--- src/i2c_timing_regs.svh ---
/*
 Timing constants of the two-wire serial unit clock generator.
 Assumes one gear clock of 100 MHz drives every counter.
*/
// Overview of operation
// - As master the unit holds every low phase but the word-end hold for n gear cycles, so the bus clock is the gear clock over m plus n plus 4 filter cycles.
// - As master the unit leaves every released clock high phase for m gear cycles after the filter accepts the high level.
// - After a start condition the unit waits m gear cycles before it pulls the clock low for the first pulse.
// - For a stop the unit keeps the clock high for m gear cycles after the filter accepts it before it releases the data line.
// - After the service flag goes from zero to one the clock stays low for 2n more gear cycles before it rises.
// - If another party holds the clock low at a stop, the unit waits for release and stops one high phase later.
`ifndef I2C_TIMING_REGS_SVH
`define I2C_TIMING_REGS_SVH

`define CLK_PERIOD_NS 10
`define HIGH_BASE_CYC 16'h0006
`define LOW_BASE_CYC 16'h0008
`define SCL_LOW_MIN_CYC 3'h5
`define SCL_HIGH_MIN_CYC 3'h3
`define BITS_PER_WORD 4'h9

`endif

--- src/i2c_timing_pkg.sv ---
/*
 Types of the two-wire serial unit clock generator.
 Assumes the constants header is compiled alongside.
*/
package i2c_timing_pkg;
   typedef logic [15:0] count_t;
   typedef enum logic [2:0]
   {
      ST_IDLE = 3'b000,
      ST_START = 3'b001,
      ST_LOW = 3'b010,
      ST_HIGH = 3'b011,
      ST_HOLD = 3'b100,
      ST_SERVICE = 3'b101,
      ST_STOP_LOW = 3'b110,
      ST_STOP_HIGH = 3'b111
   } tgen_state_e;
endpackage : i2c_timing_pkg

--- src/i2c_scl_timing_generator.sv ---
/*
 Clock and start/stop phase generator of the two-wire serial unit.
 Assumes requests are one-cycle pulses synchronous to clock_i and that
 the pins are open drain, pulled high outside.
*/
`timescale 1ns/10ps
`default_nettype none
`include "i2c_timing_regs.svh"
module i2c_scl_timing_generator
(
   input wire logic clock_i,
   input wire logic resetn_i,
   input wire logic [1:0] div_sel_i,
   input wire logic start_req_i,
   input wire logic stop_req_i,
   input wire logic service_set_i,
   input wire logic data_bit_i,
   input wire logic scl_i,
   output logic scl_o,
   output logic scl_oe_o,
   output logic sda_o,
   output logic sda_oe_o,
   output logic busy_o,
   output logic word_done_o,
   output logic scl_level_o
);
   import i2c_timing_pkg::*;

   logic rst_n;
   logic rst_meta_q;
   logic rst_sync_q;
   logic scl_qual;
   i2c_timing_pkg::tgen_state_e state_q, state_d;
   i2c_timing_pkg::count_t cnt_q, cnt_d;
   i2c_timing_pkg::count_t m_cnt, n_cnt;
   logic [3:0] bits_q;
   logic stop_pend_q;

   // ----------------------------------------
   // Phase counts from the divider setting
   // ----------------------------------------
   function automatic count_t high_count(input logic [1:0] sel);
      high_count = `HIGH_BASE_CYC << sel;
   endfunction : high_count

   function automatic count_t low_count(input logic [1:0] sel);
      low_count = `LOW_BASE_CYC << sel;
   endfunction : low_count

   function automatic logic pulls_scl(input tgen_state_e st);
      pulls_scl = (st == ST_LOW) || (st == ST_HOLD) || (st == ST_SERVICE) ||
                  (st == ST_STOP_LOW);
   endfunction : pulls_scl

   assign m_cnt = high_count(div_sel_i);
   assign n_cnt = low_count(div_sel_i);

   // ----------------------------------------
   // Reset release
   // ----------------------------------------
   always_ff @(posedge clock_i or negedge resetn_i)
   begin
      if (!resetn_i)
      begin
         rst_meta_q <= 1'b0;
         rst_sync_q <= 1'b0;
      end
      else
      begin
         rst_meta_q <= 1'b1;
         rst_sync_q <= rst_meta_q;
      end
   end
   assign rst_n = rst_sync_q;

   scl_phase_filter u_filter
   (
      .clock_i(clock_i),
      .rst_n_i(rst_n),
      .scl_i(scl_i),
      .scl_qual_o(scl_qual)
   );

   // ----------------------------------------
   // Phase sequencer
   // ----------------------------------------
   always_comb
   begin
      state_d = state_q;
      cnt_d = cnt_q + 16'h0001;
      case (state_q)
         ST_IDLE:
         begin
            cnt_d = 16'h0000;
            if (start_req_i)
               state_d = ST_START;
         end
         ST_START:
            if (cnt_q == m_cnt - 16'h0001)
            begin
               state_d = ST_LOW;
               cnt_d = 16'h0000;
            end
         ST_LOW:
            if (cnt_q == n_cnt - 16'h0001)
            begin
               state_d = ST_HIGH;
               cnt_d = 16'h0000;
            end
         ST_HIGH:
         begin
            if (!scl_qual)
               cnt_d = 16'h0000;
            else if (cnt_q == m_cnt - 16'h0001)
            begin
               cnt_d = 16'h0000;
               state_d = (bits_q == `BITS_PER_WORD - 4'h1) ? ST_HOLD : ST_LOW;
            end
         end
         ST_HOLD:
         begin
            cnt_d = 16'h0000;
            if (service_set_i)
               state_d = ST_SERVICE;
         end
         ST_SERVICE:
            if (cnt_q == n_cnt - 16'h0001)
            begin
               state_d = stop_pend_q ? ST_STOP_LOW : ST_LOW;
               cnt_d = 16'h0000;
            end
         ST_STOP_LOW:
            if (cnt_q == n_cnt - 16'h0001)
            begin
               state_d = ST_STOP_HIGH;
               cnt_d = 16'h0000;
            end
         ST_STOP_HIGH:
         begin
            if (!scl_qual)
               cnt_d = 16'h0000;
            else if (cnt_q == m_cnt - 16'h0001)
            begin
               state_d = ST_IDLE;
               cnt_d = 16'h0000;
            end
         end
         default:
         begin
            state_d = ST_IDLE;
            cnt_d = 16'h0000;
         end
      endcase
   end

   always_ff @(posedge clock_i or negedge rst_n)
   begin
      if (!rst_n)
      begin
         state_q <= ST_IDLE;
         cnt_q <= 16'h0000;
      end
      else
      begin
         state_q <= state_d;
         cnt_q <= cnt_d;
      end
   end

   // ----------------------------------------
   // Bit count and stop request
   // ----------------------------------------
   always_ff @(posedge clock_i or negedge rst_n)
   begin
      if (!rst_n)
         bits_q <= 4'h0;
      else if (state_q == ST_HOLD || state_q == ST_IDLE)
         bits_q <= 4'h0;
      else if (state_q == ST_HIGH && state_d != ST_HIGH)
         bits_q <= bits_q + 4'h1;
   end

   always_ff @(posedge clock_i or negedge rst_n)
   begin
      if (!rst_n)
         stop_pend_q <= 1'b0;
      else if (state_q == ST_HOLD && stop_req_i)
         stop_pend_q <= 1'b1;
      else if (state_q == ST_IDLE)
         stop_pend_q <= 1'b0;
   end

   // ----------------------------------------
   // Pin and status outputs
   // ----------------------------------------
   always_ff @(posedge clock_i or negedge rst_n)
   begin
      if (!rst_n)
      begin
         scl_o <= 1'b0;
         sda_o <= 1'b0;
         scl_oe_o <= 1'b0;
         sda_oe_o <= 1'b0;
         busy_o <= 1'b0;
         word_done_o <= 1'b0;
         scl_level_o <= 1'b1;
      end
      else
      begin
         scl_o <= 1'b0;
         sda_o <= 1'b0;
         scl_oe_o <= pulls_scl(state_d);
         if (state_d == ST_START || state_d == ST_STOP_LOW || state_d == ST_STOP_HIGH)
            sda_oe_o <= 1'b1;
         else if (state_d == ST_LOW && state_q != ST_LOW)
            sda_oe_o <= ~data_bit_i;
         else if (state_d == ST_IDLE || state_d == ST_HOLD)
            sda_oe_o <= 1'b0;
         busy_o <= (state_d != ST_IDLE);
         word_done_o <= (state_d == ST_HOLD) && (state_q != ST_HOLD);
         scl_level_o <= scl_qual;
      end
   end

   // ----------------------------------------
   // Checks
   // ----------------------------------------
   AST_LOW_PHASE: assert property (@(posedge clock_i) disable iff (!rst_n)
      (state_q != ST_LOW && state_d == ST_LOW) |=> scl_oe_o [*8])
      else $error("Clock low phase length wrong");

   AST_HIGH_PHASE: assert property (@(posedge clock_i) disable iff (!rst_n)
      (state_q != ST_HIGH && state_d == ST_HIGH) |=> (!scl_oe_o) [*6])
      else $error("Clock high phase length wrong");

   AST_START_HOLD: assert property (@(posedge clock_i) disable iff (!rst_n)
      (state_q == ST_IDLE && start_req_i) |=> sda_oe_o && !scl_oe_o
         ##1 (!scl_oe_o && state_q == ST_START)[*3])
      else $error("Start hold broken");

   AST_STOP_SETUP: assert property (@(posedge clock_i) disable iff (!rst_n)
      (state_q == ST_STOP_HIGH && state_d == ST_IDLE)
         |-> scl_qual && cnt_q == m_cnt - 16'h0001 ##1 !sda_oe_o)
      else $error("Stop setup too short");

   AST_SERVICE_LOW: assert property (@(posedge clock_i) disable iff (!rst_n)
      (state_q == ST_HOLD && service_set_i) |=> scl_oe_o [*5])
      else $error("Clock rose too soon after service flag");

   AST_STRETCH: assert property (@(posedge clock_i) disable iff (!rst_n)
      (state_q == ST_STOP_HIGH && !scl_qual) |=> state_q == ST_STOP_HIGH && cnt_q == 16'h0000)
      else $error("Stop issued while clock held low");

   AST_DIVIDER: assert property (@(posedge clock_i) disable iff (!rst_n)
      $changed(div_sel_i) |-> m_cnt == (`HIGH_BASE_CYC << div_sel_i))
      else $error("High count not taken from divider");

   AST_SCL_DRIVE: assert property (@(posedge clock_i) disable iff (!rst_n)
      scl_oe_o |-> pulls_scl(state_q) && !scl_o)
      else $error("Clock driven outside a low phase");
endmodule : i2c_scl_timing_generator
`default_nettype wire

--- src/scl_phase_filter.sv ---
/*
 Qualifies the sampled clock line: a new level is accepted only after it
 has stood for its minimum count of gear cycles.
 Assumes the line input is already synchronous to the clock.
*/
`timescale 1ns/10ps
`default_nettype none
`include "i2c_timing_regs.svh"
module scl_phase_filter
(
   input wire logic clock_i,
   input wire logic rst_n_i,
   input wire logic scl_i,
   output logic scl_qual_o
);
   logic raw_q;
   logic [2:0] run_q;

   // ----------------------------------------
   // Sample and qualify
   // ----------------------------------------
   always_ff @(posedge clock_i or negedge rst_n_i)
   begin
      if (!rst_n_i)
      begin
         raw_q <= 1'b1;
         run_q <= 3'h0;
         scl_qual_o <= 1'b1;
      end
      else
      begin
         raw_q <= scl_i;
         if (raw_q == scl_qual_o)
            run_q <= 3'h0;
         else if ((!raw_q && run_q == `SCL_LOW_MIN_CYC - 3'h1) ||
                  (raw_q && run_q == `SCL_HIGH_MIN_CYC - 3'h1))
         begin
            scl_qual_o <= raw_q;
            run_q <= 3'h0;
         end
         else
            run_q <= run_q + 3'h1;
      end
   end

   AST_LOW_QUAL: assert property (@(posedge clock_i) disable iff (!rst_n_i)
      $fell(scl_qual_o) |-> !$past(raw_q, 5))
      else $error("Clock low accepted too early");
endmodule : scl_phase_filter
`default_nettype wire

--- config.mk ---
export PLATFORM = sky130hd
export DESIGN_NAME = i2c_scl_timing_generator
export DESIGN_NICKNAME = d
export VERILOG_FILES = /design/src/i2c_timing_pkg.sv /design/src/i2c_scl_timing_generator.sv /design/src/scl_phase_filter.sv
export VERILOG_INCLUDE_DIRS = /design/src
export SDC_FILE = /design/constraint.sdc
export NUM_CORES = 1
export LEC_CHECK = 0
export BUFFER_PORTS_ARGS = -buffer_cell sky130_fd_sc_hd__buf_4
export CORE_MARGIN = 4
export CORE_UTILIZATION = 64
export CTS_BUF_LIST = sky130_fd_sc_hd__clkbuf_16
export DETAILED_ROUTE_END_ITERATION = 8
export PLACE_DENSITY = 0.9
export RECOVER_POWER = 25
export SLEW_MARGIN = 40
export SYNTH_ARGS = -nofsm -noshare
export SYNTH_HDL_FRONTEND = slang
export SYNTH_HIERARCHICAL = 1
export SYNTH_SLANG_ARGS = --single-unit
--- constraint.sdc ---
create_clock -name clock_i -period 2.3 [get_ports clock_i]
set_input_delay 0.23 -clock clock_i [delete_from_list [all_inputs] [get_ports clock_i]]
set_output_delay 0.23 -clock clock_i [all_outputs]
set_load 0.05 [all_outputs]
After elaboration in Yosys (flattened, before gate mapping)
Index checks and enable logic that the tools add are counted.
{"block": "totals", "input_bits": 9, "regBits": 36, "word_cells": 96, "output_inout_bits": 7}
{"block": "classes", "n_addsub": 5, "n_reduce_logical": 25, "n_shift": 2, "n_eq_ne": 22, "bitwise_logic": 2, "mux": 26}
{"operator": "16-bit case mux with 4 select lines", "count": 1}
{"operator": "16-bit 2-to-1 mux", "count": 3}
{"operator": "3-bit 2-to-1 mux", "count": 14}
{"operator": "16-bit equality test", "count": 2}
{"operator": "16-bit by 1-bit subtractor with 16-bit output (second input constant)", "count": 2}
{"operator": "3-bit equality test (second input constant)", "count": 9}
{"operator": "3-bit case mux with 8 select lines", "count": 1}
{"operator": "16-bit by 1-bit adder with 16-bit output (second input constant)", "count": 1}
{"operator": "3-bit by 2-bit << shifter with 16-bit output (first input constant)", "count": 1}
{"operator": "4-bit by 2-bit << shifter with 16-bit output (first input constant)", "count": 1}
{"operator": "3-bit by 2-bit equality test with 1-bit output (second input constant)", "count": 4}
{"operator": "1-bit logical OR", "count": 8}
{"operator": "4-bit 2-to-1 mux", "count": 2}
{"operator": "3-bit by 1-bit equality test with 1-bit output (second input constant)", "count": 2}
{"operator": "1-bit logical AND", "count": 6}
{"operator": "3-bit zero test", "count": 2}
{"operator": "3-bit by 2-bit inequality test with 1-bit output (second input constant)", "count": 2}
{"operator": "3-bit nonzero test", "count": 2}
{"operator": "1-bit 2-to-1 mux", "count": 5}
{"operator": "4-bit by 1-bit adder with 4-bit output (second input constant)", "count": 1}
{"operator": "4-bit equality test (second input constant)", "count": 1}
{"operator": "2-bit nonzero test", "count": 2}
{"operator": "2-bit OR reduction", "count": 2}
{"operator": "3-bit by 1-bit adder with 3-bit output (second input constant)", "count": 1}
{"operator": "other kinds (6)", "count": 7}

Depth between registers and ports, before layout
Gate-level depths: netlist (run 1).
{"block": "logic_depth", "depth_word": 11, "depth_mapped": 10, "ltp_nobuf": 9}

Hierarchy
Netlist (run 1), hierarchy kept.
{"module": "i2c_scl_timing_generator", "area_each_um2": 1811.7, "cells_each": 185, "n_inst": 1, "seq_area_each_um2": 777.0}
{"module": "scl_phase_filter", "area_each_um2": 266.5, "cells_each": 26, "n_inst": 1, "seq_area_each_um2": 127.6}

Worst setup path before layout (run 1)
No wires, ideal clock.
{"block": "synth_path", "path_type": "register to register", "start": "register cnt_q[1]", "end": "register sda_oe_o", "setup_time_ps": 94, "n_path_buf": 0, "setup_slack_ps": -38, "required_time_ps": 2206, "period_less_slack_ps": 2338, "t_arrival_ps": 2244, "path_stages_with_launch": 9, "path_cell_list": "dfrtp_1 -> ha_1 -> or4bb_2 -> o41a_2 -> a211oi_2 -> inv_2 -> nand2b_1 -> o21ai_1 -> a221oi_2"}
{"block": "synth_between", "elab_chain_cells": 8, "elab_cells_between_ends": 24, "cone_classes": "eq/ne: 7; mux: 11; reduce/logical: 6"}
{"item": "start, declared", "line_no": "i2c_scl_timing_generator.sv:34", "source": "i2c_timing_pkg::count_t cnt_q, cnt_d;"}
{"item": "start signal, assigned", "line_no": "i2c_scl_timing_generator.sv:166", "source": "cnt_q <= cnt_d;"}
{"item": "16-bit equality test", "line_no": "i2c_scl_timing_generator.sv:99, i2c_scl_timing_generator.sv:114, i2c_scl_timing_generator.sv:142"}
{"item": "3-bit 2-to-1 mux (on tied branches)", "line_no": "i2c_scl_timing_generator.sv:142, i2c_scl_timing_generator.sv:114"}
{"item": "3-bit 2-to-1 mux (on tied branches)", "line_no": "i2c_scl_timing_generator.sv:140, i2c_scl_timing_generator.sv:112"}
{"item": "3-bit case mux with 8 select lines *", "line_no": "i2c_scl_timing_generator.sv:91", "source": "case (state_q)"}
{"item": "named net state_d[2]", "line_no": "i2c_scl_timing_generator.sv:33", "source": "i2c_timing_pkg::tgen_state_e state_q, state_d;"}
{"item": "3-bit by 2-bit equality test with 1-bit output (tied with other cells)", "line_no": "i2c_scl_timing_generator.sv:215", "source": "else if (state_d == ST_LOW && state_q != ST_LOW)"}
{"item": "1-bit logical AND / 1-bit logical OR (equally long branches)", "line_no": "i2c_scl_timing_generator.sv:215, i2c_scl_timing_generator.sv:213"}
{"item": "1-bit 2-to-1 mux / 1-bit logical OR (equally long branches)", "line_no": "i2c_scl_timing_generator.sv:215, i2c_scl_timing_generator.sv:213"}
{"item": "1-bit 2-to-1 mux / 3-bit nonzero test (equally long branches)"}
{"item": "end signal, assigned", "line_no": "i2c_scl_timing_generator.sv:216", "source": "sda_oe_o <= ~data_bit_i;"}
{"item": "end, declared", "line_no": "i2c_scl_timing_generator.sv:22", "source": "output logic sda_oe_o,"}
The timed path passes the listed nets; every way through them passes the cells marked *.
A chain may end at the register's enable or synchronous reset.

Final worst setup path (run 1)
{"block": "layout_path", "start": "register cnt_q[10]", "end": "register sda_oe_o"}
The elaborated chain is that of the path after synthesis.

==> flow_metrics.py, run 1 <==
metrics = {
    "timing": {
        "hold_viol": 0,
        "setup_violations": 2,
        "min_period_over_period": 1.037,
        "worst_slew_margin_relative_to_its_limit": 0.007687,
        "hold_slack_ns": 0.05202,
        "final-max-slew-violation-count": 0,
        "finClkSkew_ns": 0.004798,
        "worst-slew-pin-transition_ns": 1.488,
        "grt_setup_unrepaired": "yes",
        "post-route-worst-setup-slack_ns": -0.08608,
        "fin_tns_setup_ns": -0.09770,
        "max_clock_freq_ghz": 0.4191,
        "final.min_clock_period_ns": 2.386,
    },
    "layout": {
        "n_antenna_cell": 0,
        "multi_input_comb_area_sq_um": 1159,
        "seq_area_sq_um": 908.4,
        "filler_cell_count": 157,
        "design.final.nets": 267,
        "layout_cell_share_with_drive_strength_beyond_1": 0.3123,
        "area_growth_pct": 25.47,
    },
    "yosys": {
        "portion_of_synthesized_cell_area_occupied_by_the_leading_cell_type": 0.3974,
        "yosys_register_bits": 36,
        "warnings_synthesis": 6,
        "synth_area_leaders": "sky130_fd_sc_hd__dfrtp_1 (40%), sky130_fd_sc_hd__nor2_1 (6.0%), sky130_fd_sc_hd__dfstp_2 (3.8%)",
        "synth.yosys.seq_area_share": 0.4353,
        "synth.lib_cells_used.distinct": 59,
        "synth-edff-count": 0,
        "synthesis.area_per_instance_sq_um": 9.849,
        "syn_inst": 211,
        "netlist.top_cell.by_area": "sky130_fd_sc_hd__dfrtp_1",
        "ys.flop_type": "sky130_fd_sc_hd__dfrtp_1",
        "synth-async-reset-ratio": 1.000,
        "syn_area_sq_um": 2078,
    },
    "critical_path": {
        "crit_path_cells": "nor4_4, nand3_2, buf_4, buf_4, o41a_4, a211oi_4, inv_2, nand2b_1, o21ai_1, a221oi_2",
        "worstReg2RegStart": "cnt_q[10]$_DFF_PN0_",
        "timing.critical_path.from": "cnt_q[10]$_DFF_PN0_",
        "critPathArrivalTime_ns": 2.58,
        "crit-reg2reg-capture": "sda_oe_o$_DFFE_PN0P_",
        "crit_top_cell": "sky130_fd_sc_hd__buf_4",
        "worst_setup_path_start_kind": "register",
        "worst-r2r-cell-count": 10,
        "cp-endpoint": "sda_oe_o$_DFFE_PN0P_",
        "critical_path.max_fanout": 3,
        "worst_path_largest_cell_delay_ns": 0.44,
        "critPathCaptureType": "register",
        "critical_path_class": "reg -> reg",
        "required_ns": 2.50,
        "reg2reg_setup_slack_ns": -0.09,
        "critPathSlowestCell": "sky130_fd_sc_hd__o41a_4",
    },
    "grt": {
        "overall_overflow_remaining_after_global_route": 0,
        "grt_first_pass_wirelength_microns": 7155,
        "grt_util_all_layers": 0.2237,
        "antenna_violations_before_repair": 0,
        "grt_max_degree": 28,
        "first_global_vias": 1676,
    },
    "place": {
        "count_of_buffers_from_port_buffering": 13,
        "dpl_worst_slack_ns": -0.08454,
        "gp_congestion": 0.8699,
        "dpl.hpwl_microns": 2942,
    },
    "cts": {
        "ctsRootBufferMaster": "sky130_fd_sc_hd__clkbuf_16",
        "h-tree-depth": 2,
        "clk_pin_slew_worst_paths_ns": 0.06,
        "tritoncts.num_buffers": 5,
        "clockBufferDepth": 2,
        "clock-sinks": 36,
        "latest_clock_arrival_within_the_worst_skew_pair_ns": 0.29,
        "clock_tree_from_tritoncts": "built",
    },
    "floorplan": {
        "floorplan_die_area_sq_um": 4223,
        "die_w_microns": 64.99,
        "rows": 20,
        "die_height_microns": 64.99,
        "core_area_sq_um": 3078,
        "effective_utilization_at_floorplan": 0.6752,
        "num_ports": 16,
    },
    "detailed_routing": {
        "detailroute.via_count": 1685,
        "routed_wl_microns": 4489,
        "first_pass_iters": 4,
        "detail_route.iter0.violations": 136,
        "routed_via_density": 5.673,
        "drt-wirelength-per-cell_microns": 15.11,
        "ant_nets": 0,
        "drc": 0,
    },
    "run_status": {
        "outcome": "complete, but fails checks",
        "violations_in_the_final_reports": "max-capacitance violations, negative setup slack",
    },
    "pwr": {
        "power.clock.fraction": 0.281,
        "internal-power_mw": 1.502,
        "p_leak_nw": 1.195,
        "sw_frac_of_total": 0.3695,
        "power_density_nw_per_um2": 913.7,
        "p_switching_mw": 0.8803,
        "fraction_of_power_consumed_by_sequential_logic": 0.347,
        "p_comb_frac": 0.372,
        "ir_worst_vdd_uv": 645.2,
    },
    "job": {
        "cap_violations": 1,
    },
    "hold_path": {
        "worst_hold_check_path_type": "in -> reg",
        "hold_path.startpoint": "scl_i",
    },
}
logic make-up after synthesis:
group,share of synthesized area
simple gates,0.2986
flops,0.4353
compound gates,0.1005
xor+xnor,0.07165
buf+inv,0.04936
fa+ha+maj,0.03612
other cells,0.003614
mux,0.004817
state kept, by name, summed over array words and instances (netlist names):
name and flops:
state_q 3, word_done_o 1, busy_o 1, rst_n 1, scl_level_o 1, u_filter/raw_q 1
stop_pend_q 1, sda_oe_o 1, rst_meta_q 1, scl_oe_o 1, cnt_q 16, u_filter/run_q 3
u_filter/scl_qual_o 1, bits_q 4
per-stage QoR:
step,cells,utilization,power (mW),instance area [sq um]
after floorplan,212,-,1.412,2096
after global placement,284,0.7642,1.621,2352
after detailed placement,284,0.7642,1.642,2352
after CTS,295,0.8252,2.334,2540
after global routing,297,0.8472,2.529,2608
final,297,0.8472,2.382,2608
power by group through the flow:
stage / registers (mW) / clock network (mW) / logic, mW
CTS: 0.825 / 0.680 / 0.830
global placement: 0.828 / 0 / 0.793
detailed placement: 0.832 / 0 / 0.810
global route: 0.838 / 0.722 / 0.969
floorplan: 0.873 / 0 / 0.538
finish: 0.827 / 0.668 / 0.887
synthesized netlist by cell type (2+ instances only):
| library cell | instances |
|---|---|
| sky130_fd_sc_hd__dfrtp_1 | 33 |
| sky130_fd_sc_hd__nor2_1 | 33 |
| sky130_fd_sc_hd__nand2_1 | 14 |
| sky130_fd_sc_hd__nand3_1 | 9 |
| sky130_fd_sc_hd__xor2_1 | 9 |
| sky130_fd_sc_hd__inv_1 | 8 |
| sky130_fd_sc_hd__xnor2_1 | 8 |
| sky130_fd_sc_hd__nor2b_1 | 7 |
| sky130_fd_sc_hd__ha_1 | 6 |
| sky130_fd_sc_hd__nand2b_1 | 6 |
| sky130_fd_sc_hd__nor3_1 | 5 |
| sky130_fd_sc_hd__a21oi_1 | 4 |
| sky130_fd_sc_hd__o21ai_0 | 4 |
| sky130_fd_sc_hd__and2_1 | 3 |
| sky130_fd_sc_hd__and3_1 | 3 |
| sky130_fd_sc_hd__buf_2 | 3 |
| sky130_fd_sc_hd__dfstp_2 | 3 |
| sky130_fd_sc_hd__or3_1 | 3 |
| sky130_fd_sc_hd__a31oi_1 | 2 |
| sky130_fd_sc_hd__and3_2 | 2 |
| sky130_fd_sc_hd__buf_4 | 2 |
| sky130_fd_sc_hd__clkbuf_8 | 2 |
| sky130_fd_sc_hd__conb_1 | 2 |
| sky130_fd_sc_hd__nand3_2 | 2 |
| sky130_fd_sc_hd__nand4_1 | 2 |
| sky130_fd_sc_hd__nor4_2 | 2 |
| sky130_fd_sc_hd__o21ai_1 | 2 |
worst max-delay path: cells and delay by family, from the launching register on:
kind                   cells  cell delay [ns]
flip-flops                 1             0.41
AND/OR/NAND/NOR            3             0.49
AO/OA/AOI/OAI              4             1.02
buffers and inverters      3             0.37
layout make-up:
cell class                 instances  share of cell area
tap                               44             0.02111
clock inverter                     3            0.009117
multi-input combinational        159              0.4443
timing repair buffer              41              0.1161
clock buffer                       5             0.04798
inverter                           9             0.01296
sequential                        36              0.3484
worst min path at each step:
stage                                          end  depth (start not counted)
after floorplan               rst_meta_q$_DFF_PN0_                          0
after global placement        rst_meta_q$_DFF_PN0_                          1
after detailed placement           rst_n$_DFF_PN0_                          1
after CTS                 u_filter/raw_q$_DFF_PN1_                          1
after global routing      u_filter/raw_q$_DFF_PN1_                          1
final                     u_filter/raw_q$_DFF_PN1_                          1
layer usage:
metal	wire length, microns	track usage	share of wire	up-vias
met5	0	0	0	-
met4	115	0.1161	0.026	0
met3	233	0.07106	0.052	13
met2	2308	0.3755	0.51	51
met1	1832	0.2531	0.41	823
li1	-	-	-	798
what timing repair did:
item	4_1_cts	5_1_grt
endpoints found under the setup margin	2	5
pin swaps	7	4
hold buffers	1	0
hold endpoints to repair	2	0
buffers inserted	2	2
gates resized for setup	3	10
placed cells by master, fill, tap and decap left out, types with 5 or more instances in the layout:
master                      Yosys  routed
sky130_fd_sc_hd__buf_4          2      37
sky130_fd_sc_hd__nor2_1        33      33
sky130_fd_sc_hd__dfrtp_1       33      30
sky130_fd_sc_hd__nand2_1       14      14
sky130_fd_sc_hd__nand3_1        9       9
sky130_fd_sc_hd__xor2_1         9       9
sky130_fd_sc_hd__inv_1          8       8
sky130_fd_sc_hd__xnor2_1        8       8
sky130_fd_sc_hd__nor2b_1        7       7
sky130_fd_sc_hd__nand2b_1       6       6
sky130_fd_sc_hd__ha_1           6       5
sky130_fd_sc_hd__clkbuf_16      0       5
Note: power is estimated with default switching activity, not from simulation.
==> inputs of run 2 (changes only) <==
--- a/config.mk
+++ b/config.mk
@@ -6,12 +6,13 @@
 export SDC_FILE = /design/constraint.sdc
 export NUM_CORES = 1
 export LEC_CHECK = 0
+export ABC_AREA = 1
 export BUFFER_PORTS_ARGS = -buffer_cell sky130_fd_sc_hd__buf_4
 export CORE_MARGIN = 4
-export CORE_UTILIZATION = 64
+export CORE_UTILIZATION = 55
 export CTS_BUF_LIST = sky130_fd_sc_hd__clkbuf_16
 export DETAILED_ROUTE_END_ITERATION = 8
-export PLACE_DENSITY = 0.9
+export PLACE_DENSITY = 0.8
 export RECOVER_POWER = 25
 export SLEW_MARGIN = 40
 export SYNTH_ARGS = -nofsm -noshare
==> constraint.sdc (replaced) <==
create_clock -name clock_i -period 2.8 [get_ports clock_i]
set_input_delay 0.28 -clock clock_i [delete_from_list [all_inputs] [get_ports clock_i]]
set_output_delay 0.28 -clock clock_i [all_outputs]
set_load 0.05 [all_outputs]
==> run 2 against run 1 <==
The flow now finishes without violations. Critical path depth fell by 1. Synthesized area up 6.6%. Total power down 20%. Design area fell by 2.7%. Sequential share of layout area grew 0.83 points. Sequential power is 16% lower. Non-clock buffer count decreased by 25. Register-to-register slack better by 0.99 ns. Worst setup slack improved by 0.99 ns. Flip-flop and latch count is the same. Die area up 21%. Clock power fell by 9.3%. Largest power group is now sequential cells. Highest routed layer unchanged.
==> flow_metrics.py, run 2 <==
metrics = {
    "run_status": {
        "outcome": "complete, no violations",
    },
    "layout": {
        "largest_register_ffs": 16,
        "layout_top_registers": "cnt_q (16), bits_q (4)",
        "seq_area_sq_um": 904.6,
        "regMostFlops": "cnt_q",
        "stdcell_area_sq_um": 2536,
        "layout_cell_share_with_drive_strength_beyond_1": 0.1824,
        "n_antenna_cell": 0,
        "area_growth_pct": 14.46,
        "final_common_cell": "sky130_fd_sc_hd__nand2_1",
        "filler_cell_count": 326,
        "layout.cells.most_common_list": "sky130_fd_sc_hd__nand2_1 (64), sky130_fd_sc_hd__nor2_1 (44), sky130_fd_sc_hd__inv_1 (42)",
        "multi_input_comb_area_sq_um": 1099,
        "design.final.nets": 332,
        "final-instance-count-excl-fill": 366,
    },
    "yosys": {
        "syn_inst": 297,
        "synthesis.area_per_instance_sq_um": 7.461,
        "synth.lib_cells_used.distinct": 28,
        "syn_area_sq_um": 2216,
        "ys.flop_type": "sky130_fd_sc_hd__dfrtp_1",
        "synth_area_leaders": "sky130_fd_sc_hd__dfrtp_1 (37%), sky130_fd_sc_hd__nand2_1 (11%), sky130_fd_sc_hd__nor2_1 (7.5%)",
        "yosys_register_bits": 36,
        "portion_of_synthesized_cell_area_occupied_by_the_leading_cell_type": 0.3727,
        "warnings_synthesis": 6,
        "most_used_standard_cell_by_instance_count_after_synthesis": "sky130_fd_sc_hd__nand2_1",
        "synth-edff-count": 0,
        "synth.yosys.seq_area_share": 0.4082,
        "synth.top_cells.by_count": "sky130_fd_sc_hd__nand2_1 (64), sky130_fd_sc_hd__nor2_1 (44), sky130_fd_sc_hd__inv_1 (42)",
        "netlist.top_cell.by_area": "sky130_fd_sc_hd__dfrtp_1",
        "synth-async-reset-ratio": 1.000,
    },
    "floorplan": {
        "rows": 22,
        "effective_utilization_at_floorplan": 0.5876,
        "core_area_sq_um": 3771,
        "num_ports": 16,
        "die_height_microns": 71.48,
        "die_w_microns": 71.48,
        "floorplan_die_area_sq_um": 5109,
    },
    "timing": {
        "fin_tns_setup_ns": 0,
        "grt_setup_unrepaired": "no",
        "final-max-slew-violation-count": 0,
        "finClkSkew_ns": 0.003198,
        "hold_slack_ns": 0.1171,
        "final.min_clock_period_ns": 1.899,
        "max_clock_freq_ghz": 0.5265,
        "setup_violations": 0,
        "worst_slew_margin_relative_to_its_limit": 0.4004,
        "min_period_over_period": 0.6783,
        "worst-slew-pin-transition_ns": 0.8994,
        "hold_viol": 0,
    },
    "grt": {
        "grt_max_degree": 24,
        "antenna_violations_before_repair": 0,
        "grt_first_pass_wirelength_microns": 7803,
        "overall_overflow_remaining_after_global_route": 0,
        "grt_util_all_layers": 0.1903,
        "first_global_vias": 1818,
    },
    "pwr": {
        "sw_frac_of_total": 0.3596,
        "internal-power_mw": 1.225,
        "p_leak_nw": 1.307,
        "power_density_nw_per_um2": 754.0,
        "ir_worst_vdd_uv": 571.2,
        "p_switching_mw": 0.6877,
        "power.clock.fraction": 0.317,
        "finalPower_mw": 1.912,
        "p_comb_frac": 0.321,
        "fraction_of_power_consumed_by_sequential_logic": 0.362,
    },
    "critical_path": {
        "crit_path_cells": "nand3_1, nor2_1, nand2_1, nor3_2, nand2_1, nor3_2, nand4_1, o21ai_0, a21oi_1",
        "worstReg2RegStart": "cnt_q[2]$_DFF_PN0_",
        "timing.critical_path.from": "cnt_q[2]$_DFF_PN0_",
        "worstPathBufferInverterCount": 0,
        "critical_path_class": "reg -> reg",
        "critical_path.max_fanout": 6,
        "worst_path_largest_cell_delay_ns": 0.43,
        "critPathArrivalTime_ns": 2.06,
        "critPathSlowestCell": "sky130_fd_sc_hd__dfrtp_1",
        "path_delay_family": "simple AND/OR/NAND/NOR gates",
        "required_ns": 2.96,
        "worst_setup_path_start_kind": "register",
        "critPathCaptureType": "register",
    },
    "detailed_routing": {
        "drt-wirelength-per-cell_microns": 11.68,
        "first_pass_iters": 4,
        "routed_wl_microns": 4276,
        "ant_nets": 0,
        "routed_via_density": 4.978,
        "detail_route.iter0.violations": 125,
        "detailroute.via_count": 1822,
        "drc": 0,
    },
    "cts": {
        "h-tree-depth": 2,
        "latest_clock_arrival_within_the_worst_skew_pair_ns": 0.27,
        "cts.repair.resized": 0,
        "clock_tree_from_tritoncts": "built",
        "ctsRootBufferMaster": "sky130_fd_sc_hd__clkbuf_16",
        "clk_pin_slew_worst_paths_ns": 0.05,
        "clock-sinks": 36,
        "tritoncts.num_buffers": 5,
        "clockBufferDepth": 2,
    },
    "hold_path": {
        "hold_path.startpoint": "scl_i",
        "worst_hold_check_path_type": "in -> reg",
    },
    "place": {
        "post-place-cells": 357,
        "count_of_buffers_from_port_buffering": 13,
        "gp_congestion": 0.8238,
        "dpl.hpwl_microns": 3331,
        "post_dp_cell_area_sq_um": 2369,
    },
    "job": {
        "cap_violations": 0,
    },
}
[run 2: layer usage]
layer  wire length (microns)  GRT usage
met1                    2051     0.2489
met2                    2068     0.3102
met3                     143    0.05189
met4                      13    0.05428
met5                       0          0
[run 2: cells by family after synthesis]
logic type / synth area share
compound gates: 0.04291
xor+xnor: 0.03558
fa+ha+maj: 0.03388
buf+inv: 0.09768
flops: 0.4082
other cells: 0.003389
simple gates: 0.3783
[run 2: path summary, 6_finish.rpt]
path	end	slack, ns	cells after the start
worst max-delay path	cnt_q[13]$_DFF_PN0_	0.90	9
worst min-delay path	u_filter/raw_q$_DFF_PN1_	0.12	1
worst max register to register	cnt_q[13]$_DFF_PN0_	0.90	9
worst min register to register	rst_n$_DFF_PN0_	0.35	0
max in group asynchronous	sda_oe_o$_DFFE_PN0P_	1.78	1
min in group asynchronous	rst_meta_q$_DFF_PN0_	0.32	2
[run 2: through the flow]
step / setup WS [ns] / utilization
final: 0.9006 / 0.6725
after global routing: 0.6388 / 0.6725
after CTS: 0.8866 / 0.6739
after detailed placement: 0.9120 / 0.6281
after global placement: 0.9426 / 0.6277
after floorplan: 1.133 / -
[run 2: timing repair]
item,4_1_cts,5_1_grt
hold endpoints to repair,2,0
hold buffers,1,0
setup buffers,0,0
[run 2: worst reg2reg max path, stage by stage (launching register included)]
cell and delay [ns]:
sky130_fd_sc_hd__dfrtp_1 0.43, sky130_fd_sc_hd__nand3_1 0.12, sky130_fd_sc_hd__nor2_1 0.18, sky130_fd_sc_hd__nand2_1 0.14
sky130_fd_sc_hd__nor3_2 0.22, sky130_fd_sc_hd__nand2_1 0.14, sky130_fd_sc_hd__nor3_2 0.17, sky130_fd_sc_hd__nand4_1 0.14
sky130_fd_sc_hd__o21ai_0 0.18, sky130_fd_sc_hd__a21oi_1 0.06
[run 2: power by group through the flow]
stage                     Clock [mW]  Combinational (mW)  Sequential, mW
after CTS                      0.621               0.617           0.692
after global routing           0.649               0.692           0.707
after global placement             0               0.600           0.701
after floorplan                    0               0.432           0.746
final                          0.606               0.614           0.692
after detailed placement           0               0.613           0.700
[run 2: cell type report]
cell class / count / area share
Clock inverter: 3 / 0.01480
Multi-Input combinational cell: 207 / 0.4332
Inverter: 51 / 0.07548
Tap cell: 48 / 0.02368
Clock buffer: 5 / 0.04933
Sequential cell: 36 / 0.3567
Timing Repair Buffer: 16 / 0.04687
==> inputs of run 3 (changes only) <==
--- a/config.mk
+++ b/config.mk
@@ -9,10 +9,10 @@
 export ABC_AREA = 1
 export BUFFER_PORTS_ARGS = -buffer_cell sky130_fd_sc_hd__buf_4
 export CORE_MARGIN = 4
-export CORE_UTILIZATION = 55
+export CORE_UTILIZATION = 54
 export CTS_BUF_LIST = sky130_fd_sc_hd__clkbuf_16
 export DETAILED_ROUTE_END_ITERATION = 8
-export PLACE_DENSITY = 0.8
+export PLACE_DENSITY = 0.81
 export RECOVER_POWER = 25
 export SLEW_MARGIN = 40
 export SYNTH_ARGS = -nofsm -noshare
==> constraint.sdc (replaced) <==
create_clock -name clock_i -period 1.7 [get_ports clock_i]
set_input_delay 0.17 -clock clock_i [delete_from_list [all_inputs] [get_ports clock_i]]
set_output_delay 0.17 -clock clock_i [all_outputs]
set_load 0.05 [all_outputs]
==> run 3 against run 2 <==
The flow now finishes with violations (negative setup slack). Sequential power rose by 68%. Routed wire length rose by 52%. Via count increased by 24%. Critical path depth up 5. Worst hold slack better by 0.013 ns. Clock skew up 0.0081 ns. Largest power group is now combinational cells. Register-to-register slack got worse by 1.2 ns.
==> flow_metrics.py, run 3 (synthesis results as in run 2) <==
metrics = {
    "run_status": {
        "outcome": "complete, but fails checks",
        "violations_in_the_final_reports": "negative setup slack",
    },
    "critical_path": {
        "crit_top_cell": "sky130_fd_sc_hd__nand2_1",
        "path_delay_family": "simple AND/OR/NAND/NOR gates",
        "critPathArrivalTime_ns": 2.14,
        "crit_path_cells": "buf_4, inv_1, nor2_1, nand3_1, nor2_4, nand3_2, nand2_1, nand2_1, a21oi_2, nor2_2, nand2_1, nand2_1, nand2_1, nand3_2",
        "worst-r2r-cell-count": 14,
        "reg2reg_setup_slack_ns": -0.27,
        "critPathCaptureType": "register",
        "worstReg2RegStart": "cnt_q[0]$_DFF_PN0_",
        "worst_path_largest_cell_delay_ns": 0.42,
        "required_ns": 1.87,
        "worstPathBufferInverterCount": 2,
        "cp-endpoint": "sda_oe_o$_DFFE_PN0P_",
        "crit-reg2reg-capture": "sda_oe_o$_DFFE_PN0P_",
        "worstSetupPathDepth": 14,
        "critical_path_class": "reg -> reg",
        "critPathSlowestCell": "sky130_fd_sc_hd__dfrtp_1",
        "worst_setup_path_start_kind": "register",
        "critical_path.max_fanout": 5,
        "timing.critical_path.from": "cnt_q[0]$_DFF_PN0_",
    },
    "place": {
        "count_of_buffers_from_port_buffering": 13,
        "dpl.hpwl_microns": 3502,
        "gp_congestion": 0.9077,
    },
    "layout": {
        "n_antenna_cell": 0,
        "regMostFlops": "cnt_q",
        "area_growth_pct": 37.38,
        "final_common_cell": "sky130_fd_sc_hd__nand2_1",
        "layout.cells.most_common_list": "sky130_fd_sc_hd__nand2_1 (55), sky130_fd_sc_hd__buf_4 (54), sky130_fd_sc_hd__inv_1 (38), sky130_fd_sc_hd__nor2_1 (38), sky130_fd_sc_hd__dfrtp_1 (31)",
        "layout_top_registers": "cnt_q (16), bits_q (4)",
        "layout_cell_share_with_drive_strength_beyond_1": 0.3726,
        "design.final.nets": 379,
        "largest_register_ffs": 16,
    },
    "grt": {
        "antenna_violations_before_repair": 0,
        "grt_max_degree": 35,
        "grt_first_pass_wirelength_microns": 8983,
        "first_global_vias": 2120,
        "overall_overflow_remaining_after_global_route": 0,
        "grt_util_all_layers": 0.2230,
    },
    "detailed_routing": {
        "routed_wl_microns": 6512,
        "drc": 0,
        "drt-wirelength-per-cell_microns": 15.69,
        "ant_nets": 0,
        "detail_route.iter0.violations": 265,
        "detailroute.via_count": 2255,
        "first_pass_iters": 5,
        "routed_via_density": 5.434,
    },
    "floorplan": {
        "rows": 23,
        "die_height_microns": 72.06,
        "num_ports": 16,
        "effective_utilization_at_floorplan": 0.5580,
        "floorplan_die_area_sq_um": 5193,
        "core_area_sq_um": 3971,
        "die_w_microns": 72.06,
    },
    "timing": {
        "finClkSkew_ns": 0.01125,
        "setup_violations": 24,
        "grt_setup_unrepaired": "yes",
        "fin_tns_setup_ns": -3.392,
        "worst_slew_margin_relative_to_its_limit": 0.4240,
        "min_period_over_period": 1.159,
        "hold_viol": 0,
        "hold_slack_ns": 0.1301,
        "final.min_clock_period_ns": 1.971,
        "post-route-worst-setup-slack_ns": -0.2709,
        "max_clock_freq_ghz": 0.5074,
        "worst-slew-pin-transition_ns": 0.8640,
        "final-max-slew-violation-count": 0,
    },
    "cts": {
        "h-tree-depth": 2,
        "tritoncts.num_buffers": 5,
        "latest_clock_arrival_within_the_worst_skew_pair_ns": 0.29,
        "clock_tree_from_tritoncts": "built",
        "clk_pin_slew_worst_paths_ns": 0.06,
        "clockBufferDepth": 2,
        "ctsRootBufferMaster": "sky130_fd_sc_hd__clkbuf_16",
        "clock-sinks": 36,
    },
    "hold_path": {
        "worst_hold_check_path_type": "in -> reg",
    },
    "pwr": {
        "ir_worst_vdd_uv": 885.8,
        "power_density_nw_per_um2": 1148,
        "p_leak_nw": 1.606,
    },
    "job": {
        "cap_violations": 0,
    },
}
==> run 3: changes by cell type in the layout (fill, tap and decap cells not counted), moves of 4 or more <==
cell / previous run / this run
sky130_fd_sc_hd__buf_4: 13 / 54
sky130_fd_sc_hd__inv_1: 42 / 38
sky130_fd_sc_hd__nand2_1: 64 / 55
sky130_fd_sc_hd__nand2_2: 8 / 16
sky130_fd_sc_hd__nor2_1: 44 / 38
sky130_fd_sc_hd__nor2_4: 4 / 8
==> run 3: repair_timing <==
| action | 4_1_cts | 5_1_grt |
|---|---|---|
| pin swaps | 12 | 21 |
| setup endpoints to repair | 15 | 26 |
| hold endpoints to repair | 3 | 0 |
| hold buffers | 2 | 0 |
| gates resized for setup | 24 | 22 |
| setup buffers | 12 | 5 |
| gates cloned | 0 | 1 |
==> run 3: worst min-delay path, stage by stage <==
cell,delay (ns)
sky130_fd_sc_hd__buf_4,0.07
sky130_fd_sc_hd__a21oi_1,0.05
sky130_fd_sc_hd__nor2_1,0.08
==> run 3: layout make-up <==
class,instances,area [sq um]
Clock buffer,5,125.1
Inverter,51,195.2
Timing Repair Buffer,63,509.2
Fill cell,260,927.1
Multi-Input combinational cell,207,1231
Sequential cell,36,907.1
Tap cell,50,62.56
Clock inverter,3,13.76
==> run 3: power breakdown <==
| part | internal [mW] | switching, mW | leakage [nW] |
|---|---|---|---|
| Clock | 0.533 | 0.381 | 0.0710 |
| Combinational | 0.565 | 0.860 | 1.06 |
| Sequential | 1.01 | 0.149 | 0.471 |
| Total | 2.11 | 1.39 | 1.61 |
==> run 3: how the worst min path moves through the flow <==
stage | cells past startpoint | to | startpoint
floorplan | 0 | rst_meta_q$_DFF_PN0_ | resetn_i
global placement | 1 | rst_meta_q$_DFF_PN0_ | resetn_i
detailed placement | 1 | rst_meta_q$_DFF_PN0_ | resetn_i
CTS | 3 | stop_pend_q$_DFFE_PN0P_ | stop_req_i
global route | 3 | stop_pend_q$_DFFE_PN0P_ | stop_req_i
finish | 3 | stop_pend_q$_DFFE_PN0P_ | stop_req_i
==> run 3: layer usage <==
layer	vias up	wire length [microns]	GRT usage	share of wire
li1	1050	-	-	-
met4	0	273	0.09812	0.042
met1	1076	2504	0.2529	0.38
met3	27	367	0.05263	0.056
met2	102	3366	0.3964	0.52
met5	-	0	0	0
==> run 3: metrics by stage <==
step	total power, mW	setup WS [ns]	utilization	std cells	area (sq um)
floorplan	1.940	0.03300	-	298	2220
global placement	2.286	-0.08950	0.6566	389	2608
detailed placement	2.337	-0.1828	0.6566	389	2608
CTS	3.281	-0.1814	0.7354	410	2920
global route	3.673	-0.3843	0.7665	415	3044
finish	3.495	-0.2709	0.7665	415	3044
